[config.mk]
export PLATFORM = sky130hd
export DESIGN_NAME = lcb_blink_timing
export DESIGN_NICKNAME = d
export VERILOG_FILES = /design/src/lcb_pkg.sv /design/src/lcb_tick_if.sv /design/src/lcb_blink_timing.sv /design/src/lcb_timebase.sv
export SDC_FILE = /design/constraint.sdc
export NUM_CORES = 1
export LEC_CHECK = 0
export BUFFER_PORTS_ARGS = -buffer_cell sky130_fd_sc_hd__buf_4
export CAP_MARGIN = 20
export CORE_ASPECT_RATIO = 1.5
export CORE_UTILIZATION = 54
export CTS_CLUSTER_DIAMETER = 30
export CTS_CLUSTER_SIZE = 20
export DETAILED_ROUTE_END_ITERATION = 12
export GPL_ROUTABILITY_DRIVEN = 0
export HOLD_SLACK_MARGIN = 0.08
export PLACE_DENSITY = 0.82
export SLEW_MARGIN = 0
export SYNTH_ARGS = -nofsm -noshare
export SYNTH_HDL_FRONTEND = slang
export SYNTH_SLANG_ARGS = --single-unit
[constraint.sdc]
create_clock -name i_clock -period 3 [get_ports i_clock]
set_clock_uncertainty 0.15 [all_clocks]
set_input_delay 0.6 -clock i_clock [delete_from_list [all_inputs] [get_ports i_clock]]
set_output_delay 0.6 -clock i_clock [all_outputs]
set_load 0.05 [all_outputs]
[src/lcb_pkg.sv]
// constants and field layout of the blink timing block
// What this block does
// - phase four lasts value times 64 ms
// - sequence period lasts value times 64 ms
// - pwm 8 ms, high (duty+1)/32
// - duty zero: high 250 us only
// - duty all ones: high throughout the on interval or with the sequence off
// - unused bits read zero, read-only
// - all registers clear on power-on reset
// - on interval lasts value times 64 ms
package lcb_pkg;
	// bus layout
	localparam int          ADDR_W          = 8;
	localparam int          DATA_W          = 8;
	localparam logic [7:0]  ADDR_PHASE_FOUR = 8'h5b;
	localparam logic [7:0]  ADDR_PERIOD     = 8'h5c;
	localparam logic [7:0]  ADDR_DUTY       = 8'h5d;
	localparam logic [7:0]  ADDR_ON_TIME    = 8'h5e;
	localparam logic [7:0]  ADDR_STEP       = 8'h7e;
	localparam logic [7:0]  ADDR_STATUS     = 8'h7f;
	localparam logic [7:0]  RDATA_IDLE      = 8'h00;

	// field widths and reset values
	localparam int          STEP_W          = 7;
	localparam int          DUTY_W          = 5;
	localparam int          ON_W            = 5;
	localparam logic [6:0]  STEP_RESET      = 7'h00;
	localparam logic [4:0]  DUTY_RESET      = 5'h00;
	localparam logic [4:0]  ON_RESET        = 5'h00;
	localparam logic [4:0]  DUTY_FULL       = 5'h1f;
	localparam logic [6:0]  STEP_NONE       = 7'h00;
	localparam logic [6:0]  STEP_ONE        = 7'h01;

	// timebase: one pwm slot is 1/32 of the 8 ms period
	localparam int          CLOCK_PERIOD_PS = 4000;
	localparam int          SLOT_TIME_US    = 250;
	localparam int          SLOT_CYCLES_DEF =
		(SLOT_TIME_US * 1000000 + CLOCK_PERIOD_PS - 1) / CLOCK_PERIOD_PS;
	localparam int          CYC_W           = 16;
	localparam int          SLOT_W          = 5;
	localparam logic [4:0]  SLOT_FIRST      = 5'h00;
	localparam logic [4:0]  SLOT_LAST       = 5'h1f;
	localparam logic [4:0]  SLOT_ONE        = 5'h01;
	// eight pwm periods make one 64 ms step
	localparam int          PRD_W           = 3;
	localparam logic [2:0]  PRD_FIRST       = 3'h0;
	localparam logic [2:0]  PRD_LAST        = 3'h7;
	localparam logic [2:0]  PRD_ONE         = 3'h1;
endpackage : lcb_pkg

[src/lcb_tick_if.sv]
// timebase signals passed from the divider to the sequencer
`timescale 1ns/1ps
interface lcb_tick_if;
	import lcb_pkg::*;
	logic [SLOT_W-1:0] slot;
	logic              slot_tick;
	logic              step_tick;
	modport src (output slot, output slot_tick, output step_tick);
	modport snk (input slot, input slot_tick, input step_tick);
endinterface : lcb_tick_if

[src/lcb_blink_timing.sv]
// blink timing registers, sequence step counter and dimming pwm
//
// The address-and-strobe port was left to the implementer.
`timescale 1ns/1ps
module lcb_blink_timing
	import lcb_pkg::*;
#(
	parameter int unsigned SLOT_CYCLES = SLOT_CYCLES_DEF
) (
	// clock, reset, enable
	input  wire logic              i_clock,
	input  wire logic              i_resetn,
	input  wire logic              i_clock_en,
	// register port
	input  wire logic [ADDR_W-1:0] i_addr,
	input  wire logic [DATA_W-1:0] i_wdata,
	input  wire logic              i_wr,
	input  wire logic              i_rd,
	output logic      [DATA_W-1:0] o_rdata,
	// sequencer side
	input  wire logic              i_seq_enable,
	output logic                   o_channel_drive_out,
	output logic                   o_phase_four_active,
	output logic      [STEP_W-1:0] o_phase_four_steps,
	output logic      [STEP_W-1:0] o_period_steps,
	output logic      [ON_W-1:0]   o_on_interval_steps,
	output logic      [DUTY_W-1:0] o_dimming_duty_value
);
	lcb_tick_if tick ();

	lcb_timebase #(
		.SLOT_CYCLES (SLOT_CYCLES)
	) u_timebase (
		.i_clock    (i_clock),
		.i_resetn   (i_resetn),
		.i_clock_en (i_clock_en),
		.tick       (tick.src)
	);

	// register state
	logic [STEP_W-1:0] phase_four_steps;
	logic [STEP_W-1:0] period_steps;
	logic [DUTY_W-1:0] dimming_duty_value;
	logic [ON_W-1:0]   on_interval_steps;
	logic [STEP_W-1:0] next_phase_four_steps;
	logic [STEP_W-1:0] next_period_steps;
	logic [DUTY_W-1:0] next_dimming_duty_value;
	logic [ON_W-1:0]   next_on_interval_steps;
	logic [DATA_W-1:0] next_rdata;

	// sequence state
	logic [STEP_W-1:0] step;
	logic [STEP_W-1:0] next_step;
	logic              next_drive;
	logic              next_phase_four;
	logic              seq_on;
	logic              gate;
	logic              pwm_high;
	logic [STEP_W:0]   step_plus;
	logic [STEP_W:0]   on_ext;
	logic [STEP_W:0]   p4_end;

	// register writes, only the documented bits are stored
	// unused bits dropped
	always_comb begin
		next_phase_four_steps   = phase_four_steps;
		next_period_steps       = period_steps;
		next_dimming_duty_value = dimming_duty_value;
		next_on_interval_steps  = on_interval_steps;
		if (i_wr) begin
			if (i_addr == ADDR_PHASE_FOUR) begin
				next_phase_four_steps = i_wdata[STEP_W-1:0];
			end else if (i_addr == ADDR_PERIOD) begin
				next_period_steps = i_wdata[STEP_W-1:0];
			end else if (i_addr == ADDR_DUTY) begin
				next_dimming_duty_value = i_wdata[DUTY_W-1:0];
			end else if (i_addr == ADDR_ON_TIME) begin
				next_on_interval_steps = i_wdata[ON_W-1:0];
			end
		end
	end

	// read data stand for one cycle only, unmapped reads give zero
	// reserved bits zero
	always_comb begin
		next_rdata = RDATA_IDLE;
		if (i_rd) begin
			if (i_addr == ADDR_PHASE_FOUR) begin
				next_rdata = {1'b0, phase_four_steps};
			end else if (i_addr == ADDR_PERIOD) begin
				next_rdata = {1'b0, period_steps};
			end else if (i_addr == ADDR_DUTY) begin
				next_rdata = {3'h0, dimming_duty_value};
			end else if (i_addr == ADDR_ON_TIME) begin
				next_rdata = {3'h0, on_interval_steps};
			end else if (i_addr == ADDR_STEP) begin
				next_rdata = {1'b0, step};
			end else if (i_addr == ADDR_STATUS) begin
				next_rdata = {6'h00, o_phase_four_active,
					o_channel_drive_out};
			end
		end
	end

	always_ff @(posedge i_clock or negedge i_resetn) begin
		if (!i_resetn) begin
			phase_four_steps   <= STEP_RESET;
			period_steps       <= STEP_RESET;
			dimming_duty_value <= DUTY_RESET;
			on_interval_steps  <= ON_RESET;
			o_rdata            <= RDATA_IDLE;
		end else if (i_clock_en) begin
			phase_four_steps   <= next_phase_four_steps;
			period_steps       <= next_period_steps;
			dimming_duty_value <= next_dimming_duty_value;
			on_interval_steps  <= next_on_interval_steps;
			o_rdata            <= next_rdata;
		end
	end

	// sequence: on interval, then phase four, restart at period end.
	// a zero period or a disabled sequence leaves plain dimming pwm,
	// so the channel never goes dark just from an unset period
	// step timing
	always_comb begin
		seq_on    = i_seq_enable && (period_steps != STEP_NONE);
		step_plus = {1'b0, step} + {1'b0, STEP_ONE};
		on_ext    = {3'h0, on_interval_steps};
		p4_end    = on_ext + {1'b0, phase_four_steps};
		next_step = step;
		if (!seq_on) begin
			next_step = STEP_NONE;
		end else if (step >= period_steps) begin
			// period shortened under the counter
			next_step = STEP_NONE;
		end else if (tick.step_tick) begin
			if (step_plus >= {1'b0, period_steps}) begin
				next_step = STEP_NONE;
			end else begin
				next_step = step_plus[STEP_W-1:0];
			end
		end
		gate = !seq_on || ({1'b0, step} < on_ext);
		next_phase_four = seq_on && ({1'b0, step} >= on_ext) &&
			({1'b0, step} < p4_end);
	end

	// slot <= duty gives duty+1 slots of 32 high
	// duty fraction
	always_comb begin
		pwm_high   = (tick.slot <= dimming_duty_value);
		next_drive = gate && pwm_high;
	end

	always_ff @(posedge i_clock or negedge i_resetn) begin
		if (!i_resetn) begin
			step                <= STEP_RESET;
			o_channel_drive_out <= 1'b0;
			o_phase_four_active <= 1'b0;
		end else if (i_clock_en) begin
			step                <= next_step;
			o_channel_drive_out <= next_drive;
			o_phase_four_active <= next_phase_four;
		end
	end

	assign o_phase_four_steps   = phase_four_steps;
	assign o_period_steps       = period_steps;
	assign o_on_interval_steps  = on_interval_steps;
	assign o_dimming_duty_value = dimming_duty_value;

	AST_PHASE_FOUR_STORE: assert property (@(posedge i_clock)
		disable iff (!i_resetn)
		(i_clock_en && i_wr && i_addr == ADDR_PHASE_FOUR) |=>
		(phase_four_steps == $past(i_wdata[STEP_W-1:0])))
		else $error("phase four length not stored");

	AST_PERIOD_WRAP: assert property (@(posedge i_clock)
		disable iff (!i_resetn)
		(i_clock_en && seq_on && tick.step_tick && !i_wr &&
		step_plus == {1'b0, period_steps}) |=> (step == STEP_NONE))
		else $error("step counter missed the period end");

	AST_PWM_FRACTION: assert property (@(posedge i_clock)
		disable iff (!i_resetn)
		(i_clock_en && gate) |=>
		(o_channel_drive_out == ($past(tick.slot) <=
		$past(dimming_duty_value))))
		else $error("pwm output does not match duty");

	AST_DUTY_ZERO_LOW: assert property (@(posedge i_clock)
		disable iff (!i_resetn)
		(i_clock_en && dimming_duty_value == DUTY_RESET &&
		tick.slot != SLOT_FIRST) |=> !o_channel_drive_out)
		else $error("zero duty output high past first slot");

	AST_DUTY_FULL_HIGH: assert property (@(posedge i_clock)
		disable iff (!i_resetn)
		(i_clock_en && dimming_duty_value == DUTY_FULL && gate) |=>
		o_channel_drive_out)
		else $error("full duty output went low");

	AST_RESERVED_READ_ZERO: assert property (@(posedge i_clock)
		disable iff (!i_resetn)
		(i_clock_en && i_rd && i_addr == ADDR_DUTY) |=>
		(o_rdata[DATA_W-1:DUTY_W] == 3'h0 &&
		o_rdata[DUTY_W-1:0] == $past(dimming_duty_value)))
		else $error("duty read back wrong");

	AST_RESET_CLEARS: assert property (@(posedge i_clock)
		!i_resetn |=> (phase_four_steps == STEP_RESET &&
		period_steps == STEP_RESET && on_interval_steps == ON_RESET &&
		dimming_duty_value == DUTY_RESET))
		else $error("registers not clear in reset");

	AST_ON_INTERVAL_GATE: assert property (@(posedge i_clock)
		disable iff (!i_resetn)
		(i_clock_en && seq_on && {1'b0, step} >= on_ext) |=>
		!o_channel_drive_out)
		else $error("output driven after on interval");

	// register stores and read-back paths
	AST_PERIOD_STORE: assert property (@(posedge i_clock)
		disable iff (!i_resetn)
		(i_clock_en && i_wr && i_addr == ADDR_PERIOD) |=>
		(period_steps == $past(i_wdata[STEP_W-1:0])))
		else $error("period length not stored");

	AST_DUTY_STORE: assert property (@(posedge i_clock)
		disable iff (!i_resetn)
		(i_clock_en && i_wr && i_addr == ADDR_DUTY) |=>
		(dimming_duty_value == $past(i_wdata[DUTY_W-1:0])))
		else $error("duty value not stored");

	AST_ON_TIME_STORE: assert property (@(posedge i_clock)
		disable iff (!i_resetn)
		(i_clock_en && i_wr && i_addr == ADDR_ON_TIME) |=>
		(on_interval_steps == $past(i_wdata[ON_W-1:0])))
		else $error("on interval length not stored");

	AST_PHASE_FOUR_READ: assert property (@(posedge i_clock)
		disable iff (!i_resetn)
		(i_clock_en && i_rd && i_addr == ADDR_PHASE_FOUR) |=>
		(o_rdata == {1'b0, $past(phase_four_steps)}))
		else $error("phase four length read back wrong");

	AST_PERIOD_READ: assert property (@(posedge i_clock)
		disable iff (!i_resetn)
		(i_clock_en && i_rd && i_addr == ADDR_PERIOD) |=>
		(o_rdata == {1'b0, $past(period_steps)}))
		else $error("period length read back wrong");

	AST_ON_TIME_READ: assert property (@(posedge i_clock)
		disable iff (!i_resetn)
		(i_clock_en && i_rd && i_addr == ADDR_ON_TIME) |=>
		(o_rdata == {3'h0, $past(on_interval_steps)}))
		else $error("on interval length read back wrong");

	AST_STEP_READ: assert property (@(posedge i_clock)
		disable iff (!i_resetn)
		(i_clock_en && i_rd && i_addr == ADDR_STEP) |=>
		(o_rdata == {1'b0, $past(step)}))
		else $error("step counter read back wrong");

	// idle cycles and unmapped addresses read as zero
	AST_RDATA_IDLE: assert property (@(posedge i_clock)
		disable iff (!i_resetn)
		(i_clock_en && !i_rd) |=> (o_rdata == RDATA_IDLE))
		else $error("read data left standing");

	AST_UNMAPPED_READ_ZERO: assert property (@(posedge i_clock)
		disable iff (!i_resetn)
		(i_clock_en && i_rd && i_addr != ADDR_PHASE_FOUR &&
		i_addr != ADDR_PERIOD && i_addr != ADDR_DUTY &&
		i_addr != ADDR_ON_TIME && i_addr != ADDR_STEP &&
		i_addr != ADDR_STATUS) |=> (o_rdata == RDATA_IDLE))
		else $error("unmapped read not zero");

	// step counter, phase four flag and drive output
	AST_STEP_IN_PERIOD: assert property (@(posedge i_clock)
		disable iff (!i_resetn)
		(i_clock_en && seq_on && !i_wr &&
		step < period_steps) |=> (step < period_steps))
		else $error("step counter ran past the period");

	AST_STEP_HOLD: assert property (@(posedge i_clock)
		disable iff (!i_resetn)
		(i_clock_en && seq_on && !tick.step_tick &&
		step < period_steps) |=> $stable(step))
		else $error("step counter moved between step ticks");

	AST_SEQ_OFF_PLAIN: assert property (@(posedge i_clock)
		disable iff (!i_resetn)
		(i_clock_en && !seq_on) |=>
		(step == STEP_NONE && !o_phase_four_active))
		else $error("sequence state left with sequence off");

	AST_PHASE_FOUR_FLAG: assert property (@(posedge i_clock)
		disable iff (!i_resetn)
		(i_clock_en && seq_on && {1'b0, step} >= on_ext &&
		{1'b0, step} < p4_end) |=> o_phase_four_active)
		else $error("phase four flag missing in its window");

	AST_ON_INTERVAL_DRIVE: assert property (@(posedge i_clock)
		disable iff (!i_resetn)
		(i_clock_en && seq_on && {1'b0, step} < on_ext &&
		dimming_duty_value == DUTY_FULL) |=> o_channel_drive_out)
		else $error("full duty output low in on interval");

	AST_DUTY_ZERO_FIRST_SLOT: assert property (@(posedge i_clock)
		disable iff (!i_resetn)
		(i_clock_en && gate && dimming_duty_value == DUTY_RESET &&
		tick.slot == SLOT_FIRST) |=> o_channel_drive_out)
		else $error("zero duty output low in first slot");
endmodule : lcb_blink_timing

[src/lcb_timebase.sv]
// common slot, pwm period and step timebase
`timescale 1ns/1ps
module lcb_timebase
	import lcb_pkg::*;
#(
	parameter int unsigned SLOT_CYCLES = SLOT_CYCLES_DEF
) (
	// clock and reset
	input  wire logic i_clock,
	input  wire logic i_resetn,
	input  wire logic i_clock_en,
	// ticks out
	lcb_tick_if.src   tick
);
	localparam logic [CYC_W-1:0] CYC_LAST = CYC_W'(SLOT_CYCLES - 1);
	localparam logic [CYC_W-1:0] CYC_ZERO = '0;
	localparam logic [CYC_W-1:0] CYC_ONE  = CYC_W'(1);

	logic [CYC_W-1:0]  cyc;
	logic [SLOT_W-1:0] slot;
	logic [PRD_W-1:0]  prd;
	logic [CYC_W-1:0]  next_cyc;
	logic [SLOT_W-1:0] next_slot;
	logic [PRD_W-1:0]  next_prd;
	logic              slot_end;

	// step derived from the same slot counter
	// shared timebase
	always_comb begin
		slot_end  = (cyc == CYC_LAST);
		next_cyc  = slot_end ? CYC_ZERO : cyc + CYC_ONE;
		next_slot = slot;
		next_prd  = prd;
		if (slot_end) begin
			next_slot = slot + SLOT_ONE;
			if (slot == SLOT_LAST) begin
				next_prd = prd + PRD_ONE;
			end
		end
	end

	always_ff @(posedge i_clock or negedge i_resetn) begin
		if (!i_resetn) begin
			cyc  <= CYC_ZERO;
			slot <= SLOT_FIRST;
			prd  <= PRD_FIRST;
		end else if (i_clock_en) begin
			cyc  <= next_cyc;
			slot <= next_slot;
			prd  <= next_prd;
		end
	end

	assign tick.slot      = slot;
	assign tick.slot_tick = slot_end && i_clock_en;
	assign tick.step_tick = slot_end && i_clock_en &&
		(slot == SLOT_LAST) && (prd == PRD_LAST);

	AST_STEP_ON_PERIOD_EDGE: assert property (@(posedge i_clock)
		disable iff (!i_resetn)
		tick.step_tick |=> (slot == SLOT_FIRST && prd == PRD_FIRST))
		else $error("step tick did not restart the pwm periods");
endmodule : lcb_timebase
==> results.yml, run 1 <==
cts:
  clk_pin_slew_ps: 80
  cts_hold_buffers: 0
  cts_tree: "yes"
  insertion_delay_ps: 350
  root_buffer: "clkbuf_8"
  htreeDepth: 3
  clock_sinks: 64
  cts_inserted_buffers: 9
  clockBufferDepth: 2
timing:
  slew_violations: 0
  fin_setup_tns_ps: 0
  fmax_mhz: 349
  period_needed_ps: 2870
  slew_headroom_pct: 45.8
  setup_viol: 0
  hold_violations: 0
  worst_pin_slew_ps: 813
  rsz0062_at_grt: "false"
  period_share_pct: 95.6
global_routing:
  grt_max_degree: 65
  antenna_found_initial: 0
  grt_pass1_wl_mm: 17.4
  grt_pass1_vias: 3596
  grt_use_total_pct: 30.0
  gr-total-overflow: 0
critical_path:
  crit_chain: "ha_1, fa_1, a21oi_1, nor2_1, nor2_1, nor2b_1, o21ai_0, xor2_1, ha_1, o2111ai_1, o2bb2ai_1, a22o_1"
  path_buf_inv: 0
  critPathArrivalTime_ps: 2960
  startpoint_type: "flop"
  crit_required_ps: 3090
  cp_max_fo: 3
  crit_type: "reg -> reg"
  critPathSlowestCell: "dfrtp_1"
  critPathCaptureType: "flop"
  critical-path-top-delay-family: "adder cells"
  slowest_delay_ps: 410
detailed_routing:
  antenna_left: 0
  wire_per_inst_microns: 18.5
  num_vias: 3502
  drt-vias-per-instance: 6.14
  drtPass1Iterations: 7
  drc: 0
  drtIter0Drc: 233
  totalWireLength_mm: 10.6
finish:
  nets: 529
  fin_area_sq_mm: 0.00480
  drive_gt1_share_pct: 21.7
  syn2layout_area_growth_pct: 20.1
  antenna_cells: 0
  n_fill_cell: 555
placed_design:
  port_buffers: 53
  post-dp-hpwl_mm: 7.99
  postPlaceCellArea_sq_mm: 0.00454
yosys:
  synth_edf_count: 0
  synth_ff_type: "dfrtp_1"
  synthTopCellsByArea: "dfrtp_1 (40%), ha_1 (13%), nand2_1 (4.6%), mux2_2 (3.9%), o21ai_0 (3.5%)"
  async_flop_share_pct: 100
  synth_nets: 463
  synthCells: 399
  synth_top_area_cell: "dfrtp_1"
  synth_area_sq_mm: 0.00400
  ys_seq_elements: 64
  yosysSeqAreaShare_pct: 40.1
  yosysTopAreaCellShare_pct: 40.1
  avgSynthCellArea_sq_um: 10.0
  yosys_warnings: 0
  yosysUniqueCellTypes: 55
power_and_ir_drop:
  power_mw: 2.18
  leakage_nw: 2.41
  peakVddDrop_uv: 297
  p_per_area_mw_per_mm2: 455
worst_hold_path:
  hold_class: "in -> async"
floorplan:
  dieWidth_microns: 72.2
  dieArea_sq_mm: 0.00775
  die_h_microns: 107
  initial_core_util_pct: 55.6
  core-area_sq_mm: 0.00718
  io_pins: 56
  rows: 38
run_status:
  outcome: "complete, no violations"
job:
  drv_cap: 0
==> flip-flops by register name, summed over array words and instances (netlist names) <==
name and flops:
u_timebase.cyc 16, o_period_steps 7, o_phase_four_steps 7, o_rdata 7, step 7, o_dimming_duty_value 5, o_on_interval_steps 5, u_timebase.tick.slot 5
u_timebase.prd 3, o_channel_drive_out 1, o_phase_four_active 1
==> synth_stat cells, types with 3 or more instances <==
library cell,number
a32o_1,4
o22ai_1,7
ha_1,41
buf_4,3
mux2_2,14
o221ai_1,3
xor2_1,7
nor3_1,4
mux2i_1,7
dfrtp_1,64
and3_1,8
a211oi_1,3
inv_1,27
nand4_1,10
nand2_1,49
or3_1,3
nor2_1,12
nand3_1,12
o21ai_0,28
xnor2_1,16
a31oi_1,4
nand2b_1,6
buf_2,4
and4_1,3
a21oi_1,11
a21o_1,6
nor4b_1,4
nor2b_1,3
a221oi_1,3
==> cell type report <==
type                            instances  area (sq um)  area share, %
Timing Repair Buffer                   64           480           10.0
Tap cell                              100           125           2.61
Sequential cell                        64          1600           33.4
Clock inverter                          5           104           2.16
Multi-Input combinational cell        299          2250           46.8
Inverter                               27           101           2.11
Clock buffer                           11           141           2.95
==> worst paths after layout <==
kind                                       start                 endpoint  slack (ps)  cells past startpoint
min reg2reg                    u_timebase.prd[0]        u_timebase.prd[0]         350                      1
min in group i_clock                  i_wdata[6]        o_period_steps[6]         320                      3
max                        o_phase_four_steps[0]      o_phase_four_active         130                     12
max reg2reg                o_phase_four_steps[0]      o_phase_four_active         130                     12
max in group asynchronous               i_resetn        o_period_steps[5]        1970                      1
min                                     i_resetn  u_timebase.tick.slot[4]         200                      1
==> power by group <==
group	internal, mW	leakage (nW)	switching, mW
registers	0.909	0.803	0.0647
logic	0.107	1.48	0.184
clock network	0.575	0.124	0.343
total	1.59	2.41	0.591
==> timing repair <==
| action | in CTS | in global routing |
|---|---|---|
| setup buffers | 0 | 1 |
| setup endpoints to repair | 0 | 1 |
| resized for setup | 0 | 1 |
==> layout by cell type (no fill, tap or decap), types with 2 or more instances in the layout <==
cell type | netlist | layout
nor4b_1 | 4 | 4
and3_1 | 8 | 8
nand2b_1 | 6 | 6
nand4_1 | 10 | 10
and4_1 | 3 | 3
o22ai_1 | 7 | 7
bufinv_16 | 0 | 3
a21boi_0 | 2 | 2
a21o_1 | 6 | 6
o221ai_1 | 3 | 3
ha_1 | 41 | 41
a221oi_1 | 3 | 3
a211oi_1 | 3 | 3
inv_1 | 27 | 27
nor4bb_1 | 2 | 2
a32o_1 | 4 | 4
nor2_1 | 12 | 12
a22oi_1 | 2 | 2
nor4_1 | 2 | 2
nand2_1 | 49 | 49
clkbuf_8 | 0 | 10
nor4_4 | 2 | 2
nand3_1 | 12 | 12
xnor2_1 | 16 | 16
or3_1 | 3 | 3
o21ai_0 | 28 | 28
nor3_1 | 4 | 4
mux2_2 | 14 | 14
a222oi_1 | 2 | 2
nor2b_1 | 3 | 3
a31oi_1 | 4 | 4
dfrtp_1 | 64 | 64
buf_4 | 3 | 64
xor2_1 | 7 | 7
mux2i_1 | 7 | 7
a21oi_1 | 11 | 10
==> worst register-to-register path, cell delays in order, from the launching register on <==
cell	delay, ps
dfrtp_1	410
ha_1	240
fa_1	410
a21oi_1	160
nor2_1	50
nor2_1	160
nor2b_1	70
o21ai_0	200
xor2_1	100
ha_1	310
o2111ai_1	120
o2bb2ai_1	170
a22o_1	190
==> layer usage <==
layer | GRT usage, % | wire (microns) | vias up
met4 | 22.5 | 744 | 0
li1 | - | - | 1593
met2 | 51.2 | 5370 | 153
met5 | 0 | 0 | -
met1 | 31.8 | 3940 | 1700
met3 | 5.99 | 516 | 56
==> logic make-up (layout without fill, tap and decap cells) <==
logic type / after synthesis / after routing / synth area share [%]
and+or+nand+nor: 127 / 127 / 17.5
AOI/OAI and AO/OA: 85 / 85 / 14.4
DFF: 64 / 64 / 40.1
adders and majority gates: 42 / 42 / 13.3
buffers and inverters: 36 / 107 / 3.79
xor gates and xnor gates: 23 / 23 / 5.04
muxes: 21 / 21 / 5.70
other: 1 / 1 / 0.0939
==> per-stage QoR <==
step                utilization, %  hold slack, ps  worst slack, ps  cells
detailed placement            63.3             338              189    553
floorplan                        -             154              142    399
global route                  66.9             259             1.51    570
CTS                           66.7             209              154    569
finish                        66.9             200              132    570
global placement              63.3             318              298    553
Power figures use the tool's default switching activity.
==> run 2, diff against run 1 <==
==> constraint.sdc (replaced) <==
create_clock -name i_clock -period 3.1 [get_ports i_clock]
set_clock_uncertainty 0.15 [all_clocks]
set_input_delay 0.62 -clock i_clock [delete_from_list [all_inputs] [get_ports i_clock]]
set_output_delay 0.62 -clock i_clock [all_outputs]
set_load 0.05 [all_outputs]
==> results.yml, run 2 (synthesis results as in run 1) <==
run_status:
  outcome: "complete, no violations"
placed_design:
  postPlaceCellArea_sq_mm: 0.00452
  dp_slack_ps: 247
  post-dp-hpwl_mm: 7.76
  port_buffers: 53
power_and_ir_drop:
  pwr-share-comb_pct: 14.4
  p_int_mw: 1.35
  switching_share_pct: 30.0
  leakage_nw: 2.36
  seqPwrFrac_pct: 48.7
  p_sw_mw: 0.580
  p_per_area_mw_per_mm2: 410
  peakVddDrop_uv: 372
  clock_power_share_pct: 36.9
cts:
  htreeDepth: 3
  clockBufferDepth: 2
  root_buffer: "clkbuf_8"
  insertion_delay_ps: 360
  clk_pin_slew_ps: 80
  cts_inserted_buffers: 9
  clock_sinks: 64
  cts_tree: "yes"
  post_cts_resized: 0
  cts_hold_buffers: 0
  postCtsSetupBuffers: 0
timing:
  slew_violations: 0
  hold_violations: 0
  fin_setup_tns_ps: 0
  fmax_mhz: 336
  worst_pin_slew_ps: 806
  fin_ws_ps: 122
  rsz0062_at_grt: "false"
  period_share_pct: 96.0
  period_needed_ps: 2980
  slew_headroom_pct: 46.3
  setup_viol: 0
detailed_routing:
  drtPass1Iterations: 4
  drt-vias-per-instance: 6.11
  drtIter0Drc: 209
  totalWireLength_mm: 10.3
  drc: 0
  num_vias: 3457
  wire_per_inst_microns: 18.2
  antenna_left: 0
critical_path:
  worst_r2r_endpoint: "o_phase_four_active"
  r2r_cells: 12
  cp_max_fo: 4
  critPathSlowestCell: "dfrtp_1"
  startpoint_type: "flop"
  crit_required_ps: 3200
  crit_chain: "ha_1, fa_1, a21oi_1, nor2_1, nor2_1, nor2b_1, o21ai_0, xor2_1, ha_1, o2111ai_1, o2bb2ai_1, a22o_1"
  path_buf_inv: 0
  r2r_start: "o_phase_four_steps[0]"
  r2r_slack_ps: 120
  startpoint: "o_phase_four_steps[0]"
  critPathArrivalTime_ps: 3080
  slowest_delay_ps: 450
  crit_type: "reg -> reg"
  critPathCaptureType: "flop"
  critical-path-top-delay-family: "adder cells"
floorplan:
  initial_core_util_pct: 55.6
  dieArea_sq_mm: 0.00775
  io_pins: 56
  core-area_sq_mm: 0.00718
  dieWidth_microns: 72.2
  rows: 38
  die_h_microns: 107
finish:
  final_cell_mix: "dfrtp_1 (64), buf_4 (60), nand2_1 (49)"
  largest_register_ffs: 16
  fin_area_sq_mm: 0.00472
  nets: 525
  final_common_cell: "dfrtp_1"
  syn2layout_area_growth_pct: 18.1
  n_fill_cell: 565
  drive_gt1_share_pct: 21.0
  antenna_cells: 0
  largest_register: "u_timebase.cyc"
global_routing:
  gr-total-overflow: 0
  antenna_found_initial: 0
  grt_pass1_wl_mm: 16.7
  grt_use_total_pct: 28.8
  grt_pass1_vias: 3510
  grt_max_degree: 65
worst_hold_path:
  hold_class: "in -> async"
job:
  drv_cap: 0
==> run 2: cell types whose count changed in the layout (fill, tap and decap cells not counted) <==
cell,previous run,this run
buf_4,64,60
bufinv_16,3,1
clkinvlp_4,0,2
a21oi_1,10,11
a21oi_2,1,0
clkbuf_1,1,0
clkbuf_8,10,9
clkinv_2,1,2
clkinv_4,1,2
==> run 2: layout make-up <==
| class | instances | area (sq um) | area share, % |
|---|---|---|---|
| multi-input combinational | 299 | 2240 | 47.5 |
| tap | 100 | 125 | 2.65 |
| clock buffer | 9 | 124 | 2.63 |
| timing repair buffer | 60 | 450 | 9.55 |
| sequential | 64 | 1600 | 34.0 |
| inverter | 27 | 101 | 2.15 |
| clock inverter | 7 | 72.6 | 1.54 |
==> run 2: routing by layer <==
metal  part of all wire, %  GRT usage [%]
met1                    36           30.0
met2                    52           50.4
met3                   6.2           5.15
met4                   5.7           21.4
met5                     0              0
==> run 2: power by group through the flow <==
stage / logic [mW] / clock network, mW / registers, mW
CTS: 0.277 / 0.725 / 0.940
finish: 0.278 / 0.714 / 0.941
global placement: 0.265 / 0 / 0.953
floorplan: 0.121 / 0 / 0.994
detailed placement: 0.275 / 0 / 0.956
global route: 0.303 / 0.756 / 0.947
==> run 2: worst reg2reg max path: stages, from the launching register on <==
cell       delay (ps)
dfrtp_1           450
ha_1              260
fa_1              410
a21oi_1           140
nor2_1             60
nor2_1            200
nor2b_1            90
o21ai_0           220
xor2_1            100
ha_1              300
o2111ai_1         120
o2bb2ai_1         170
a22o_1            190
==> run 2: stage by stage <==
| step | hold slack [ps] | std cells | total power [mW] | util, % |
|---|---|---|---|---|
| 3_3_place_gp | 318 | 550 | 1.22 | 63.0 |
| 6_report | 210 | 566 | 1.93 | 65.7 |
| 5_1_grt | 263 | 566 | 2.01 | 65.7 |
| 4_1_cts | 221 | 566 | 1.94 | 65.7 |
| 3_5_place_dp | 336 | 550 | 1.23 | 63.0 |
| 2_1_floorplan | 174 | 399 | 1.11 | - |
==> run 2: worst max-delay path by stage <==
| stage | to | slack (ps) | depth (start not counted) |
|---|---|---|---|
| after floorplan | o_phase_four_active | 240 | 12 |
| after global placement | o_phase_four_active | 350 | 12 |
| after detailed placement | o_phase_four_active | 250 | 12 |
| after CTS | o_phase_four_active | 160 | 12 |
| after global routing | o_phase_four_active | 30 | 12 |
| final | o_phase_four_active | 120 | 12 |
==> run 3, diff against run 2 <==
--- a/config.mk
+++ b/config.mk
@@ -5,16 +5,17 @@
 export SDC_FILE = /design/constraint.sdc
 export NUM_CORES = 1
 export LEC_CHECK = 0
+export ABC_AREA = 1
 export BUFFER_PORTS_ARGS = -buffer_cell sky130_fd_sc_hd__buf_4
 export CAP_MARGIN = 20
 export CORE_ASPECT_RATIO = 1.5
 export CORE_UTILIZATION = 54
-export CTS_CLUSTER_DIAMETER = 30
+export CTS_CLUSTER_DIAMETER = 100
 export CTS_CLUSTER_SIZE = 20
 export DETAILED_ROUTE_END_ITERATION = 12
 export GPL_ROUTABILITY_DRIVEN = 0
 export HOLD_SLACK_MARGIN = 0.08
-export PLACE_DENSITY = 0.82
+export PLACE_DENSITY = 0.81
 export SLEW_MARGIN = 0
 export SYNTH_ARGS = -nofsm -noshare
 export SYNTH_HDL_FRONTEND = slang
==> results.yml, run 3 <==
run_status:
  outcome: "complete, no violations"
detailed_routing:
  drc: 0
  drtPass1Iterations: 5
  totalWireLength_mm: 11.8
  drtIter0Drc: 312
  drt-vias-per-instance: 5.49
  wire_per_inst_microns: 15.2
  antenna_left: 0
  num_vias: 4270
job:
  drv_cap: 0
cts:
  insertion_delay_ps: 330
  clock_sinks: 64
  root_buffer: "clkbuf_16"
  clockBufferDepth: 2
  htreeDepth: 3
  postCtsSetupBuffers: 0
  post_cts_resized: 0
  cts_hold_buffers: 0
  cts_inserted_buffers: 9
  clk_pin_slew_ps: 50
  cts_tree: "yes"
floorplan:
  core-area_sq_mm: 0.00806
  rows: 40
  die_h_microns: 114
  initial_core_util_pct: 55.9
  dieWidth_microns: 76.5
  dieArea_sq_mm: 0.00871
  io_pins: 56
timing:
  period_share_pct: 84.3
  slew_headroom_pct: 46.6
  fin_hold_ws_ps: 232
  worst_pin_slew_ps: 800
  fin_setup_tns_ps: 0
  slew_violations: 0
  fmax_mhz: 382
  setup_viol: 0
  fin_ws_ps: 485
  rsz0062_at_grt: "false"
  hold_violations: 0
  period_needed_ps: 2610
power_and_ir_drop:
  pwr-share-comb_pct: 15.7
  seqPwrFrac_pct: 40.2
  p_int_mw: 1.71
  p_sw_mw: 0.673
  clock_power_share_pct: 44.0
  switching_share_pct: 28.2
  peakVddDrop_uv: 275
  p_per_area_mw_per_mm2: 451
  leakage_nw: 2.81
critical_path:
  critPathSlowestCell: "dfrtp_1"
  crit_required_ps: 3170
  crit_chain: "ha_1, fa_1, a21oi_1, o21bai_1, nand2_1, a21oi_1, xnor2_1, ha_1, nand4_1, nand2_1, inv_1, nand3_1, nand2_1"
  startpoint_type: "flop"
  critPathArrivalTime_ps: 2690
  cp_common_cell: "nand2_1"
  cp_max_fo: 5
  critPathCaptureType: "flop"
  crit_type: "reg -> reg"
  slowest_delay_ps: 450
yosys:
  yosysSeqAreaShare_pct: 35.6
  synthXorXnorAreaFrac_pct: 2.72
  synth_ff_type: "dfrtp_1"
  synth_top_family_by_area: "simple AND/OR/NAND/NOR gates"
  synthAdderAreaFrac_pct: 11.8
  synth_compound_area_share_pct: 9.29
  synthTopCellsByArea: "dfrtp_1 (36%), nand2_1 (15%), ha_1 (11%), inv_1 (6.8%), nand3_1 (6.1%)"
  async_flop_share_pct: 100
  synth_nets: 675
  synth_area_sq_mm: 0.00450
  yosys_warnings: 0
  synthMuxAreaShare_pct: 0
  synth-simple-area-share_pct: 31.9
  ys_seq_elements: 64
  synthCells: 611
  ys_top_cells_by_count: "nand2_1 (176), inv_1 (82), dfrtp_1 (64)"
  avgSynthCellArea_sq_um: 7.37
  synth_edf_count: 0
  yosysUniqueCellTypes: 41
  synth_top_area_cell: "dfrtp_1"
  synth.most_common_cell: "nand2_1"
  yosysTopAreaCellShare_pct: 35.6
finish:
  n_fill_cell: 674
  largest_register_ffs: 16
  final_common_cell: "nand2_1"
  antenna_cells: 0
  multi_input_area_sq_mm: 0.00251
  drive_gt1_share_pct: 14.6
  nets: 733
  final_cells: 778
  final_cell_mix: "nand2_1 (176), inv_1 (82), dfrtp_1 (64)"
  syn2layout_area_growth_pct: 17.4
  utilization_pct: 65.6
  seqCellArea_sq_mm: 0.00160
  largest_register: "u_timebase.cyc"
global_routing:
  grt_pass1_wl_mm: 19.8
  grt_max_degree: 65
  grt_use_total_pct: 29.4
  grt_pass1_vias: 4236
  antenna_found_initial: 0
  gr-total-overflow: 0
placed_design:
  dp_slack_ps: 508
  place_inst: 763
  post-dp-hpwl_mm: 8.97
  port_buffers: 53
worst_hold_path:
  hold_class: "in -> async"
==> run 3: changes by cell type after synthesis, moves of 10 or more <==
cell	before	now
o21ai_1	0	10
xnor2_1	16	5
inv_1	27	82
nand3_1	12	55
nor2_1	12	41
mux2_2	14	0
nand2_1	49	176
==> run 3: final timing paths <==
path / start / endpoint / slack [ps] / depth (start not counted)
worst max-delay path: o_on_interval_steps[0] / o_phase_four_active / 490 / 13
worst min-delay path: i_resetn / u_timebase.prd[1] / 230 / 1
worst max register to register: o_on_interval_steps[0] / o_phase_four_active / 490 / 13
worst min register to register: o_rdata[3] / o_rdata[3] / 340 / 2
max in group asynchronous: i_resetn / u_timebase.cyc[6] / 2050 / 1
min in group i_clock: o_rdata[3] / o_rdata[3] / 340 / 2
==> run 3: logic make-up (layout without fill, tap and decap cells) <==
logic type                 after synthesis  count (layout)
adders and majority gates               42              42
other                                    1               1
and+or+nand+nor                        321             321
AOI/OAI and AO/OA                       76              76
buffers and inverters                   93             155
DFF                                     64              64
xor gates and xnor gates                14              14
==> run 3: stage by stage <==
step | total power, mW | cell area, sq um
finish | 2.39 | 5290
floorplan | 1.22 | 4500
global placement | 1.33 | 4980
CTS | 2.40 | 5290
global route | 2.49 | 5290
detailed placement | 1.34 | 4980
==> run 3: critical path, delay by kind of cell, from the launching register on <==
family                   cells  cell delay [ps]
adder cells (fa/ha/maj)      3              960
flip-flops                   1              450
AND/OR/NAND/NOR              5              430
AO/OA/AOI/OAI                3              330
XOR/XNOR                     1              140
buffers and inverters        1               40
==> run 3: final cells by class <==
type	count	share of cell area, %
multi-input cells	454	47.6
inverters	84	5.97
flip-flops and latches	64	30.3
repair buffers	56	7.95
clock buffers	11	4.40
clock inverters	4	1.33
well taps	105	2.49
==> run 3: power groups by stage <==
stage / logic, mW / clock network, mW / registers, mW
5_1_grt: 0.423 / 1.10 / 0.970
6_report: 0.375 / 1.05 / 0.960
3_3_place_gp: 0.361 / 0 / 0.969
3_5_place_dp: 0.372 / 0 / 0.972
4_1_cts: 0.375 / 1.06 / 0.958
2_1_floorplan: 0.222 / 0 / 0.995
==> run 3: layer usage <==
metal  global-route usage, %  share of wire [%]
met5                       0                  0
met3                    5.84                4.9
met2                    53.6                 53
met1                    30.8                 37
met4                    18.6                5.2
